`src/rtl/ofts_map.svh`:
```
// Register offsets, field positions, reset values and codes for the compare channel.
// Assumes byte addressing on a 32-bit Avalon-MM slave; one aligned word per register.
`ifndef OFTS_MAP_SVH
`define OFTS_MAP_SVH

`define OFTS_OFF_CTRL2     5'h00
`define OFTS_OFF_CTRL1     5'h04
`define OFTS_OFF_SECOND    5'h08
`define OFTS_OFF_PERIOD    5'h0c
`define OFTS_OFF_TIMER     5'h10

`define OFTS_RST_16        16'h0000
`define OFTS_RST_5         5'h00
`define OFTS_RST_3         3'h0

`define OFTS_B_FLT_HOLD    15
`define OFTS_B_FLT_LEVEL   14
`define OFTS_B_FLT_DRIVE   13
`define OFTS_B_INVERT      12
`define OFTS_B_CASCADE     8
`define OFTS_B_TRIG_SEL    7
`define OFTS_B_TRIG_STAT   6
`define OFTS_B_TRISTATE    5
`define OFTS_F_SRC_HI      4
`define OFTS_F_SRC_LO      0

`define OFTS_B_FLT_EN      7
`define OFTS_B_FLT_FLAG    4
`define OFTS_B_TRIG_CLR    3
`define OFTS_F_MODE_HI     2
`define OFTS_F_MODE_LO     0

`define OFTS_MODE_OFF      3'h0
`define OFTS_MODE_SET_HI   3'h1
`define OFTS_MODE_SET_LO   3'h2
`define OFTS_MODE_TOGGLE   3'h3
`define OFTS_MODE_EDGE_PWM 3'h6
`define OFTS_MODE_CTR_PWM  3'h7

`define OFTS_SRC_NONE      5'h00
`define OFTS_SRC_RSV_A     5'h10
`define OFTS_SRC_RSV_B     5'h11
`define OFTS_SRC_CAP5      5'h0a
`define OFTS_SRC_TRIG_LO   5'h12
`define OFTS_SRC_TRIG_HI   5'h1e
`define OFTS_SRC_SELF      5'h1f

`define OFTS_FIRST_B_CH    4

`endif

```
`src/rtl/ofts_pkg.sv`:
```
// Types shared by the compare channel modules.
// Assumes ofts_map.svh supplies every number except the state encodings, which are set here.
package ofts_pkg;
  typedef enum logic [1:0] {
    OFTS_FLT_RUN  = 2'b01,
    OFTS_FLT_HELD = 2'b10
  } ofts_flt_state_t;

  typedef enum logic [1:0] {
    OFTS_BUS_IDLE = 2'b01,
    OFTS_BUS_ACK  = 2'b10
  } ofts_bus_state_t;
endpackage : ofts_pkg

```
`src/rtl/ofts_src_if.sv`:
```
// Source selection bundle between the channel and its source decoder.
// Assumes the event vector is indexed by the 5-bit source code.
`timescale 1ns/10ps
interface ofts_src_if;
  logic [4:0]  code;
  logic [31:0] events;
  logic        hit;
  logic        trig_only;

  modport chan (output code, output events, input hit, input trig_only);
  modport dec  (input code, input events, output hit, output trig_only);
endinterface : ofts_src_if

```
`src/rtl/ofts_channel.sv`:
```
// Output compare channel with fault, invert, tristate, cascade and trigger/sync control.
// Assumes all source, fault and cascade inputs are synchronous one-cycle events or levels.
// Function
// - Hold select set: fault held until source gone and flag cleared by software.
// - Hold select clear: fault ends when source gone and next period starts.
// - During fault the output is driven to the fault output level.
// - Drive select set forces pin output direction during fault.
// - Invert bit presents inverted compare output on the pin.
// - Cascade bit joins two channels into one 32-bit compare unit.
// - Select bit chooses trigger start or synchronisation to the source.
// - Trigger status set when triggered; with select bit set, timer held zero while it is clear.
// - Tristate bit floats the pin, otherwise compare output drives it.
// - Codes 1-9 compare channels, 11-15 timers, 16-17 reserved.
// - Captures, comparators, converter, measurement unit on 18-30; capture five at 10.
// - Code zero runs the channel unsynchronised.
// - Code all ones uses the channel itself as source.
// - Bits 11 to 9 read zero and ignore writes.
// - Clear mode set: trigger status clears when secondary value equals timer.
// - Fault handling active only in centre-aligned PWM mode.
// - Fault pin A governs channels 1-4, pin B channels 5-9.
`timescale 1ns/10ps
`include "ofts_map.svh"
module ofts_channel #(
  parameter int unsigned CHANNEL_NUM = 1
) (
  input  wire logic        clock,
  input  wire logic        rst_n,
  input  wire logic        clk_en,
  input  wire logic [4:0]  avs_address,
  input  wire logic        avs_read,
  input  wire logic        avs_write,
  input  wire logic [31:0] avs_writedata,
  input  wire logic [3:0]  avs_byteenable,
  output logic      [31:0] avs_readdata,
  output logic             avs_waitrequest,
  input  wire logic        fault_pin_a,
  input  wire logic        fault_pin_b,
  input  wire logic [8:0]  compare_in,
  input  wire logic [4:0]  timer_in,
  input  wire logic [8:0]  capture_in,
  input  wire logic [2:0]  comparator_in,
  input  wire logic        converter_in,
  input  wire logic        charge_time_measurement_unit_in,
  input  wire logic        cascade_carry_in,
  input  wire logic        cascade_match_in,
  output logic             pin_out,
  output logic             pin_oe,
  output logic             match_out,
  output logic             carry_out
);

  function automatic logic [15:0] merge16(input logic [15:0] old_val,
                                          input logic [31:0] wdata,
                                          input logic [3:0]  be);
    merge16 = {be[1] ? wdata[15:8] : old_val[15:8],
               be[0] ? wdata[7:0]  : old_val[7:0]};
  endfunction : merge16

  // Control register two fields
  logic        flt_hold_q;
  logic        flt_level_q;
  logic        flt_drive_q;
  logic        invert_q;
  logic        cascade_q;
  logic        trig_sel_q;
  logic        trig_stat_q;
  logic        tristate_q;
  logic [4:0]  src_sel_q;
  // Control register one fields
  logic        flt_en_q;
  logic        flt_flag_q;
  logic        trig_clr_q;
  logic [2:0]  mode_q;
  logic [15:0] second_q;
  logic [15:0] period_q;
  logic [15:0] timer_q;
  logic [15:0] duty_q;
  logic        oc_q;
  logic        pin_out_q;
  logic        pin_oe_q;
  logic        match_q;
  logic        carry_q;
  logic [31:0] rdata_q;
  logic        wait_q;
  ofts_pkg::ofts_bus_state_t bus_q;
  ofts_pkg::ofts_flt_state_t flt_q;

  logic        wr_go;
  logic [15:0] ctrl2_rd;
  logic [15:0] ctrl1_rd;
  logic [15:0] ctrl2_wr;
  logic [15:0] ctrl1_wr;
  logic        wr_ctrl2;
  logic        wr_ctrl1;
  logic        step;
  logic        running;
  logic        wrap;
  logic        match;
  logic        fault_src;
  logic        pwm_mode;
  logic        sync_evt;
  logic        trig_evt;
  logic        trig_clr_hw;

  ofts_src_if src ();

  ofts_src_decode u_src_decode (
    .src (src)
  );

  // Event vector indexed by source code
  always_comb begin
    src.code         = src_sel_q;
    src.events       = '0;
    src.events[9:1]  = compare_in;
    src.events[10]   = capture_in[4];
    src.events[15:11] = timer_in;
    src.events[18]   = capture_in[6];
    src.events[19]   = capture_in[7];
    src.events[23:20] = capture_in[3:0];
    src.events[26:24] = comparator_in;
    src.events[27]   = converter_in;
    src.events[28]   = charge_time_measurement_unit_in;
    src.events[29]   = capture_in[5];
    src.events[30]   = capture_in[8];
    src.events[31]   = wrap;
  end

  assign ctrl2_rd = {flt_hold_q, flt_level_q, flt_drive_q, invert_q, 3'h0, cascade_q,
                     trig_sel_q, trig_stat_q, tristate_q, src_sel_q};
  assign ctrl1_rd = {8'h00, flt_en_q, 2'h0, flt_flag_q, trig_clr_q, mode_q};
  assign ctrl2_wr = merge16(ctrl2_rd, avs_writedata, avs_byteenable);
  assign ctrl1_wr = merge16(ctrl1_rd, avs_writedata, avs_byteenable);
  assign wr_go    = avs_write && (bus_q == ofts_pkg::OFTS_BUS_ACK);
  assign wr_ctrl2 = wr_go && (avs_address == `OFTS_OFF_CTRL2);
  assign wr_ctrl1 = wr_go && (avs_address == `OFTS_OFF_CTRL1);

  // Bus answer: one wait cycle, then waitrequest low for one cycle
  always_ff @(posedge clock) begin
    if (!rst_n) begin
      bus_q  <= ofts_pkg::OFTS_BUS_IDLE;
      wait_q <= 1'b1;
    end else if (clk_en) begin
      case (bus_q)
        ofts_pkg::OFTS_BUS_IDLE: begin
          if (avs_read || avs_write) begin
            bus_q  <= ofts_pkg::OFTS_BUS_ACK;
            wait_q <= 1'b0;
          end
        end
        ofts_pkg::OFTS_BUS_ACK: begin
          bus_q  <= ofts_pkg::OFTS_BUS_IDLE;
          wait_q <= 1'b1;
        end
        default: begin
          bus_q  <= ofts_pkg::OFTS_BUS_IDLE;
          wait_q <= 1'b1;
        end
      endcase
    end
  end

  // Read data; unmapped offsets read zero
  always_ff @(posedge clock) begin
    if (!rst_n) begin
      rdata_q <= 32'h0000_0000;
    end else if (clk_en && avs_read && (bus_q == ofts_pkg::OFTS_BUS_IDLE)) begin
      case (avs_address)
        `OFTS_OFF_CTRL2:  rdata_q <= {16'h0000, ctrl2_rd};
        `OFTS_OFF_CTRL1:  rdata_q <= {16'h0000, ctrl1_rd};
        `OFTS_OFF_SECOND: rdata_q <= {16'h0000, second_q};
        `OFTS_OFF_PERIOD: rdata_q <= {16'h0000, period_q};
        `OFTS_OFF_TIMER:  rdata_q <= {16'h0000, timer_q};
        default:          rdata_q <= 32'h0000_0000;
      endcase
    end
  end

  // Plain control fields of register two
  always_ff @(posedge clock) begin
    if (!rst_n) begin
      flt_hold_q  <= 1'b0;
      flt_level_q <= 1'b0;
      flt_drive_q <= 1'b0;
      invert_q    <= 1'b0;
      cascade_q   <= 1'b0;
      trig_sel_q  <= 1'b0;
      tristate_q  <= 1'b0;
      src_sel_q   <= `OFTS_RST_5;
    end else if (clk_en && wr_ctrl2) begin
      flt_hold_q  <= ctrl2_wr[`OFTS_B_FLT_HOLD];
      flt_level_q <= ctrl2_wr[`OFTS_B_FLT_LEVEL];
      flt_drive_q <= ctrl2_wr[`OFTS_B_FLT_DRIVE];
      invert_q    <= ctrl2_wr[`OFTS_B_INVERT];
      cascade_q   <= ctrl2_wr[`OFTS_B_CASCADE];
      trig_sel_q  <= ctrl2_wr[`OFTS_B_TRIG_SEL];
      tristate_q  <= ctrl2_wr[`OFTS_B_TRISTATE];
      src_sel_q   <= ctrl2_wr[`OFTS_F_SRC_HI:`OFTS_F_SRC_LO];
    end
  end

  // Register one fields and compare values
  always_ff @(posedge clock) begin
    if (!rst_n) begin
      flt_en_q   <= 1'b0;
      trig_clr_q <= 1'b0;
      mode_q     <= `OFTS_RST_3;
      second_q   <= `OFTS_RST_16;
      period_q   <= `OFTS_RST_16;
    end else if (clk_en) begin
      if (wr_ctrl1) begin
        flt_en_q   <= ctrl1_wr[`OFTS_B_FLT_EN];
        trig_clr_q <= ctrl1_wr[`OFTS_B_TRIG_CLR];
        mode_q     <= ctrl1_wr[`OFTS_F_MODE_HI:`OFTS_F_MODE_LO];
      end
      if (wr_go && (avs_address == `OFTS_OFF_SECOND)) begin
        second_q <= merge16(second_q, avs_writedata, avs_byteenable);
      end
      if (wr_go && (avs_address == `OFTS_OFF_PERIOD)) begin
        period_q <= merge16(period_q, avs_writedata, avs_byteenable);
      end
    end
  end

  // Time base control
  assign pwm_mode = (mode_q == `OFTS_MODE_EDGE_PWM) || (mode_q == `OFTS_MODE_CTR_PWM);
  assign running  = (mode_q != `OFTS_MODE_OFF) && (!trig_sel_q || trig_stat_q);
  assign step     = running && (!cascade_q || cascade_carry_in);
  assign wrap     = step && (timer_q == period_q);
  assign match    = running && (timer_q == duty_q) && (!cascade_q || cascade_match_in);
  assign sync_evt = !trig_sel_q && src.hit && !src.trig_only;
  assign trig_evt = trig_sel_q && src.hit;
  assign trig_clr_hw = trig_clr_q && (second_q == timer_q);

  always_ff @(posedge clock) begin
    if (!rst_n) begin
      timer_q <= `OFTS_RST_16;
    end else if (clk_en) begin
      if (!running) begin
        timer_q <= `OFTS_RST_16;
      end else if (sync_evt || wrap) begin
        timer_q <= `OFTS_RST_16;
      end else if (step) begin
        timer_q <= timer_q + 16'h0001;
      end
    end
  end

  // Trigger status: hardware set wins over any clear
  always_ff @(posedge clock) begin
    if (!rst_n) begin
      trig_stat_q <= 1'b0;
    end else if (clk_en) begin
      if (trig_evt) begin
        trig_stat_q <= 1'b1;
      end else if (trig_stat_q && trig_clr_hw) begin
        trig_stat_q <= 1'b0;
      end else if (wr_ctrl2) begin
        trig_stat_q <= ctrl2_wr[`OFTS_B_TRIG_STAT];
      end
    end
  end

  // Duty buffer reloads at period end in PWM modes
  always_ff @(posedge clock) begin
    if (!rst_n) begin
      duty_q <= `OFTS_RST_16;
    end else if (clk_en) begin
      if (!pwm_mode || wrap || !running) begin
        duty_q <= second_q;
      end
    end
  end

  // Raw compare output
  always_ff @(posedge clock) begin
    if (!rst_n) begin
      oc_q <= 1'b0;
    end else if (clk_en) begin
      if (wr_ctrl1) begin
        oc_q <= (ctrl1_wr[`OFTS_F_MODE_HI:`OFTS_F_MODE_LO] == `OFTS_MODE_SET_LO);
      end else if (pwm_mode) begin
        if (wrap) begin
          oc_q <= (second_q != `OFTS_RST_16);
        end else if (match) begin
          oc_q <= 1'b0;
        end
      end else if (match) begin
        case (mode_q)
          `OFTS_MODE_OFF:    oc_q <= 1'b0;
          `OFTS_MODE_SET_HI: oc_q <= 1'b1;
          `OFTS_MODE_SET_LO: oc_q <= 1'b0;
          default:           oc_q <= !oc_q;
        endcase
      end
    end
  end

  // Fault source for this channel
  assign fault_src = flt_en_q && (mode_q == `OFTS_MODE_CTR_PWM) &&
                     ((CHANNEL_NUM <= `OFTS_FIRST_B_CH) ? fault_pin_a : fault_pin_b);

  always_ff @(posedge clock) begin
    if (!rst_n) begin
      flt_flag_q <= 1'b0;
    end else if (clk_en) begin
      if (fault_src) begin
        flt_flag_q <= 1'b1;
      end else if (wr_ctrl1 && !ctrl1_wr[`OFTS_B_FLT_FLAG]) begin
        flt_flag_q <= 1'b0;
      end
    end
  end

  always_ff @(posedge clock) begin
    if (!rst_n) begin
      flt_q <= ofts_pkg::OFTS_FLT_RUN;
    end else if (clk_en) begin
      case (flt_q)
        ofts_pkg::OFTS_FLT_RUN: begin
          if (fault_src) begin
            flt_q <= ofts_pkg::OFTS_FLT_HELD;
          end
        end
        ofts_pkg::OFTS_FLT_HELD: begin
          if (mode_q != `OFTS_MODE_CTR_PWM) begin
            flt_q <= ofts_pkg::OFTS_FLT_RUN;
          end else if (flt_hold_q && !fault_src && !flt_flag_q) begin
            flt_q <= ofts_pkg::OFTS_FLT_RUN;
          end else if (!flt_hold_q && !fault_src && wrap) begin
            flt_q <= ofts_pkg::OFTS_FLT_RUN;
          end
        end
        default: flt_q <= ofts_pkg::OFTS_FLT_RUN;
      endcase
    end
  end

  // Pin level and direction
  always_ff @(posedge clock) begin
    if (!rst_n) begin
      pin_out_q <= 1'b0;
      pin_oe_q  <= 1'b0;
    end else if (clk_en) begin
      if (flt_q == ofts_pkg::OFTS_FLT_HELD) begin
        pin_out_q <= flt_level_q;
        pin_oe_q  <= flt_drive_q || !tristate_q;
      end else begin
        pin_out_q <= oc_q ^ invert_q;
        pin_oe_q  <= !tristate_q;
      end
    end
  end

  // Events offered to other channels
  always_ff @(posedge clock) begin
    if (!rst_n) begin
      match_q <= 1'b0;
      carry_q <= 1'b0;
    end else if (clk_en) begin
      match_q <= match;
      carry_q <= wrap;
    end
  end

  assign avs_readdata    = rdata_q;
  assign avs_waitrequest = wait_q;
  assign pin_out         = pin_out_q;
  assign pin_oe          = pin_oe_q;
  assign match_out       = match_q;
  assign carry_out       = carry_q;

endmodule : ofts_channel

```
`src/rtl/ofts_src_decode.sv`:
```
// Source select decoder: picks the event of the chosen source.
// Assumes events are one-cycle pulses already aligned to the channel clock.
`timescale 1ns/10ps
`include "ofts_map.svh"
module ofts_src_decode (
  ofts_src_if.dec src
);
  function automatic logic is_trig_only(input logic [4:0] code);
    is_trig_only = (code == `OFTS_SRC_CAP5) ||
                   ((code >= `OFTS_SRC_TRIG_LO) && (code <= `OFTS_SRC_TRIG_HI));
  endfunction : is_trig_only

  always_comb begin
    src.trig_only = is_trig_only(src.code);
    if ((src.code == `OFTS_SRC_NONE) ||
        (src.code == `OFTS_SRC_RSV_A) ||
        (src.code == `OFTS_SRC_RSV_B)) begin
      src.hit = 1'b0;
    end else begin
      src.hit = src.events[src.code];
    end
  end
endmodule : ofts_src_decode

```
`config.mk`:
```
export PLATFORM = sky130hd
export DESIGN_NAME = ofts_channel
export DESIGN_NICKNAME = d
export VERILOG_FILES = /design/src/rtl/ofts_pkg.sv /design/src/rtl/ofts_src_if.sv /design/src/rtl/ofts_channel.sv /design/src/rtl/ofts_src_decode.sv
export VERILOG_INCLUDE_DIRS = /design/src /design/src/rtl
export SDC_FILE = /design/constraint.sdc
export NUM_CORES = 1
export LEC_CHECK = 0
export BUFFER_PORTS_ARGS = -buffer_cell sky130_fd_sc_hd__buf_2
export CORE_ASPECT_RATIO = 1.1
export CORE_MARGIN = 4
export CORE_UTILIZATION = 50
export CTS_BUF_LIST = sky130_fd_sc_hd__clkbuf_4
export CTS_CLUSTER_DIAMETER = 60
export CTS_CLUSTER_SIZE = 10
export DETAILED_ROUTE_END_ITERATION = 12
export HOLD_SLACK_MARGIN = 0.1
export PLACE_DENSITY_LB_ADDON = 0.15
export SETUP_SLACK_MARGIN = 0.5
export SYNTH_ARGS = -nofsm -noshare
export SYNTH_HDL_FRONTEND = slang
export SYNTH_HIERARCHICAL = 1
export SYNTH_SLANG_ARGS = --single-unit
```
`constraint.sdc`:
```
create_clock -name clock -period 3 [get_ports clock]
set_input_delay 0.45 -clock clock [delete_from_list [all_inputs] [get_ports clock]]
set_output_delay 0.45 -clock clock [all_outputs]
set_load 0.005 [all_outputs]
```
==> results.cfg <==
[routing]
wire_per_inst_um = 19.7
viasPerCell = 6.17
ant_nets = 0
drc = 0
via_count = 6353
drt-pass1-iter-count = 8
drt-total-wl_mm = 20.3
first_iter_violations = 739

[clocking]
clock_sinks = 108
path_clk_slew_ns = 0.16
cts_tree = done
holdBufCountCts = 0
htree_levels = 3
clk_latency_ns = 0.49
ctsRootBufferMaster = clkbuf_4
clockBufferDepth = 2
cts_buffers = 9

[pwr]
leakagePower_nw = 2.79
peakVddDrop_v = 0.000197
p_per_area_nw_per_um2 = 316

[yosys]
synth_edf_count = 0
synthFlopType = dfxtp_1
synth_warnings = 6
synth.yosys.seq_area_share_pct = 35.1
netlist-cell-type-count = 65
ys_seq_elements = 108
syn-instance-count = 771
ys_async_sr_fraction_pct = 0
post_synth.cell_area_avg_um2 = 8.00
syn-cell-area_um2 = 6160

[grt]
grtUsageTotal_pct = 27.8
first_global_vias = 6115
overflow = 0
grtUsageMet2_pct = 43.8
grt_use_met3_pct = 4.28
grt_first_pass_wirelength_mm = 31.9
busiest_layer = met2
use_met1_pct = 39.1
grt_max_degree = 52
antenna_found_initial = 1

[placed_design]
numPortBuffers = 79
place_inst = 1005
routabilityCongestion = 0.972
dpl.hpwl_mm = 14.7

[sta]
worst_slew_pin_slew_ns = 0.700
max_slew_margin_pct = 53.3
min_period_ns = 3.15
period_share_pct = 105
setup_viol = 14
hold_viol_final = 0
worst_slack_ns = -0.148
setup_tns_ns = -1.06
fin_hold_ws_ns = 0.214
slew_violations = 0
grt_setup_unrepaired = yes
finClkSkew_ns = 0.0206
fmax_mhz = 318

[setup_path]
slowest_stage = dfxtp_2
startpoint_type = flip-flop
path_delay_family = simple AND/OR/NAND/NOR gates
cp-end-kind = flip-flop
crit_fanout = 5
cp_cell_sequence = xor2_2 -> nor4_2 -> nand3_1 -> nor4_4 -> mux4_2 -> mux2i_1 -> o22ai_1 -> o21a_1 -> nor3b_4 -> o41ai_4 -> buf_4 -> or3_1 -> a221oi_2
criticalPathCategory = flip-flop to flip-flop
max_stage_delay_ns = 0.37
arrival_ns = 3.54
cp.buffers_inverters = 1
crit_required_ns = 3.39

[outcome]
violations = setup timing
status = finished, violations left

[min_path]
min_path_type = input pin to flip-flop

[die]
core_area_um2 = 12000
rows = 42
fp.dieH_um = 124
die_area_um2 = 14200
initial_utilization_pct = 51.2
ios = 115
fp.dieW_um = 114

[cells_and_area]
drive_gt1_share_pct = 26.1
synthToLayoutAreaGrowth_pct = 18.5
final_cells = 1030
final_nets = 950

[flow_run]
cap_viol_max_count = 0
[final timing paths]
check / start / end / slack [ns] / cells after the start
max: timer_q[4] / timer_q[14] / -0.15 / 13
max reg2reg: timer_q[4] / timer_q[14] / -0.15 / 13
min reg2reg: duty_q[7] / duty_q[7] / 0.49 / 2
min: avs_writedata[13] / flt_drive_q / 0.21 / 3
[power by group]
group / leakage (nW) / switching (W) / internal, W
clock: 0.0647 / 0.000503 / 0.000180
sequential: 0.874 / 0.00000402 / 0.00144
combinational: 1.85 / 0.000110 / 0.0000682
[cells in the final DEF, fill, tap and decap left out, drive strengths merged, types with 15 or more instances in the layout]
cell type / synthesis / routed
a21oi: 99 / 99
a222oi: 16 / 16
buf: 53 / 156
conb: 1 / 17
dfxtp: 108 / 108
mux2i: 19 / 19
nand2: 120 / 120
nand3: 78 / 78
nand4: 20 / 20
nor2: 31 / 31
nor3: 15 / 15
nor4: 17 / 17
xnor2: 23 / 23
xor2: 26 / 26
[flip-flops by register name, summed over array words and instances, names as in the netlist, 2 cells and up]
register / count
period_q: 16
second_q: 16
avs_readdata: 16
src.code: 5
bus_q: 2
flt_q: 2
duty_q: 16
mode_q: 3
timer_q: 16
[per-stage QoR]
stage	instance area, µm²	util (%)	total power (W)	worst slack, ns
floorplan	6300	-	0.00158	0.0525
global placement	6900	57.3	0.00163	-0.135
detailed placement	6900	57.3	0.00164	-0.201
CTS	7120	59.2	0.00230	-0.206
global route	7300	60.7	0.00237	-0.251
finish	7300	60.7	0.00230	-0.148
[layer usage]
layer	wire length, µm	part of all wire, %
met5	0	0
met4	560	2.8
met3	2000	9.9
met2	9440	47
met1	8260	41
[final cells by class]
class	count	area, µm²
fill	1103	4730
multi-input combinational	586	3780
sequential	108	2170
timing repair buffer	156	1000
tap	154	193
clock buffer	10	75.1
inverter	10	40.0
clock inverter	5	35.0
antenna	1	2.50
[Yosys cell counts (3+ instances only)]
cell / number / share of area (%)
nand2b_1: 7 / 0.71
and3_1: 11 / 1.1
a31oi_1: 5 / 0.51
a22oi_1: 11 / 1.3
a222oi_1: 16 / 2.6
a21oi_1: 99 / 8.0
buf_6: 6 / 1.1
dfxtp_1: 108 / 35
o211ai_1: 3 / 0.37
nor3_1: 13 / 1.1
o21a_1: 3 / 0.37
inv_1: 9 / 0.55
o21ai_0: 9 / 0.73
mux2i_1: 19 / 3.1
nor2_1: 31 / 1.9
buf_2: 25 / 2.0
nand2_1: 120 / 7.3
clkbuf_1: 30 / 1.8
nor3b_1: 5 / 0.61
or3_1: 3 / 0.30
xor2_1: 26 / 3.7
nand3_1: 77 / 6.3
mux4_1: 6 / 2.6
nor4_1: 16 / 1.6
xnor2_1: 23 / 3.3
o22ai_1: 3 / 0.30
nor2b_1: 4 / 0.41
buf_4: 20 / 2.4
nand4_1: 19 / 1.9
[kinds of logic after synthesis]
logic type / share of synthesized area [%]
xor gates and xnor gates: 6.96
adders and majority gates: 0.203
DFF: 35.1
muxes: 6.19
buffers and inverters: 8.38
AOI/OAI and AO/OA: 16.6
and+or+nand+nor: 26.6
other: 0.0608
[worst reg2reg max path, delay by kind of cell (launching register included)]
family,cells,cell delay (ns)
simple gates,5,1.30
buf+inv,1,0.19
compound gates,4,0.69
flops,1,0.37
mux,2,0.36
xor+xnor,1,0.18
[repair_timing]
item	in CTS	in global routing
endpoints found under the setup margin	16	18
cloned	0	0
pin swaps	22	15
gates resized for setup	17	30
buffers inserted	6	3
Power figures use the tool's default switching activity.
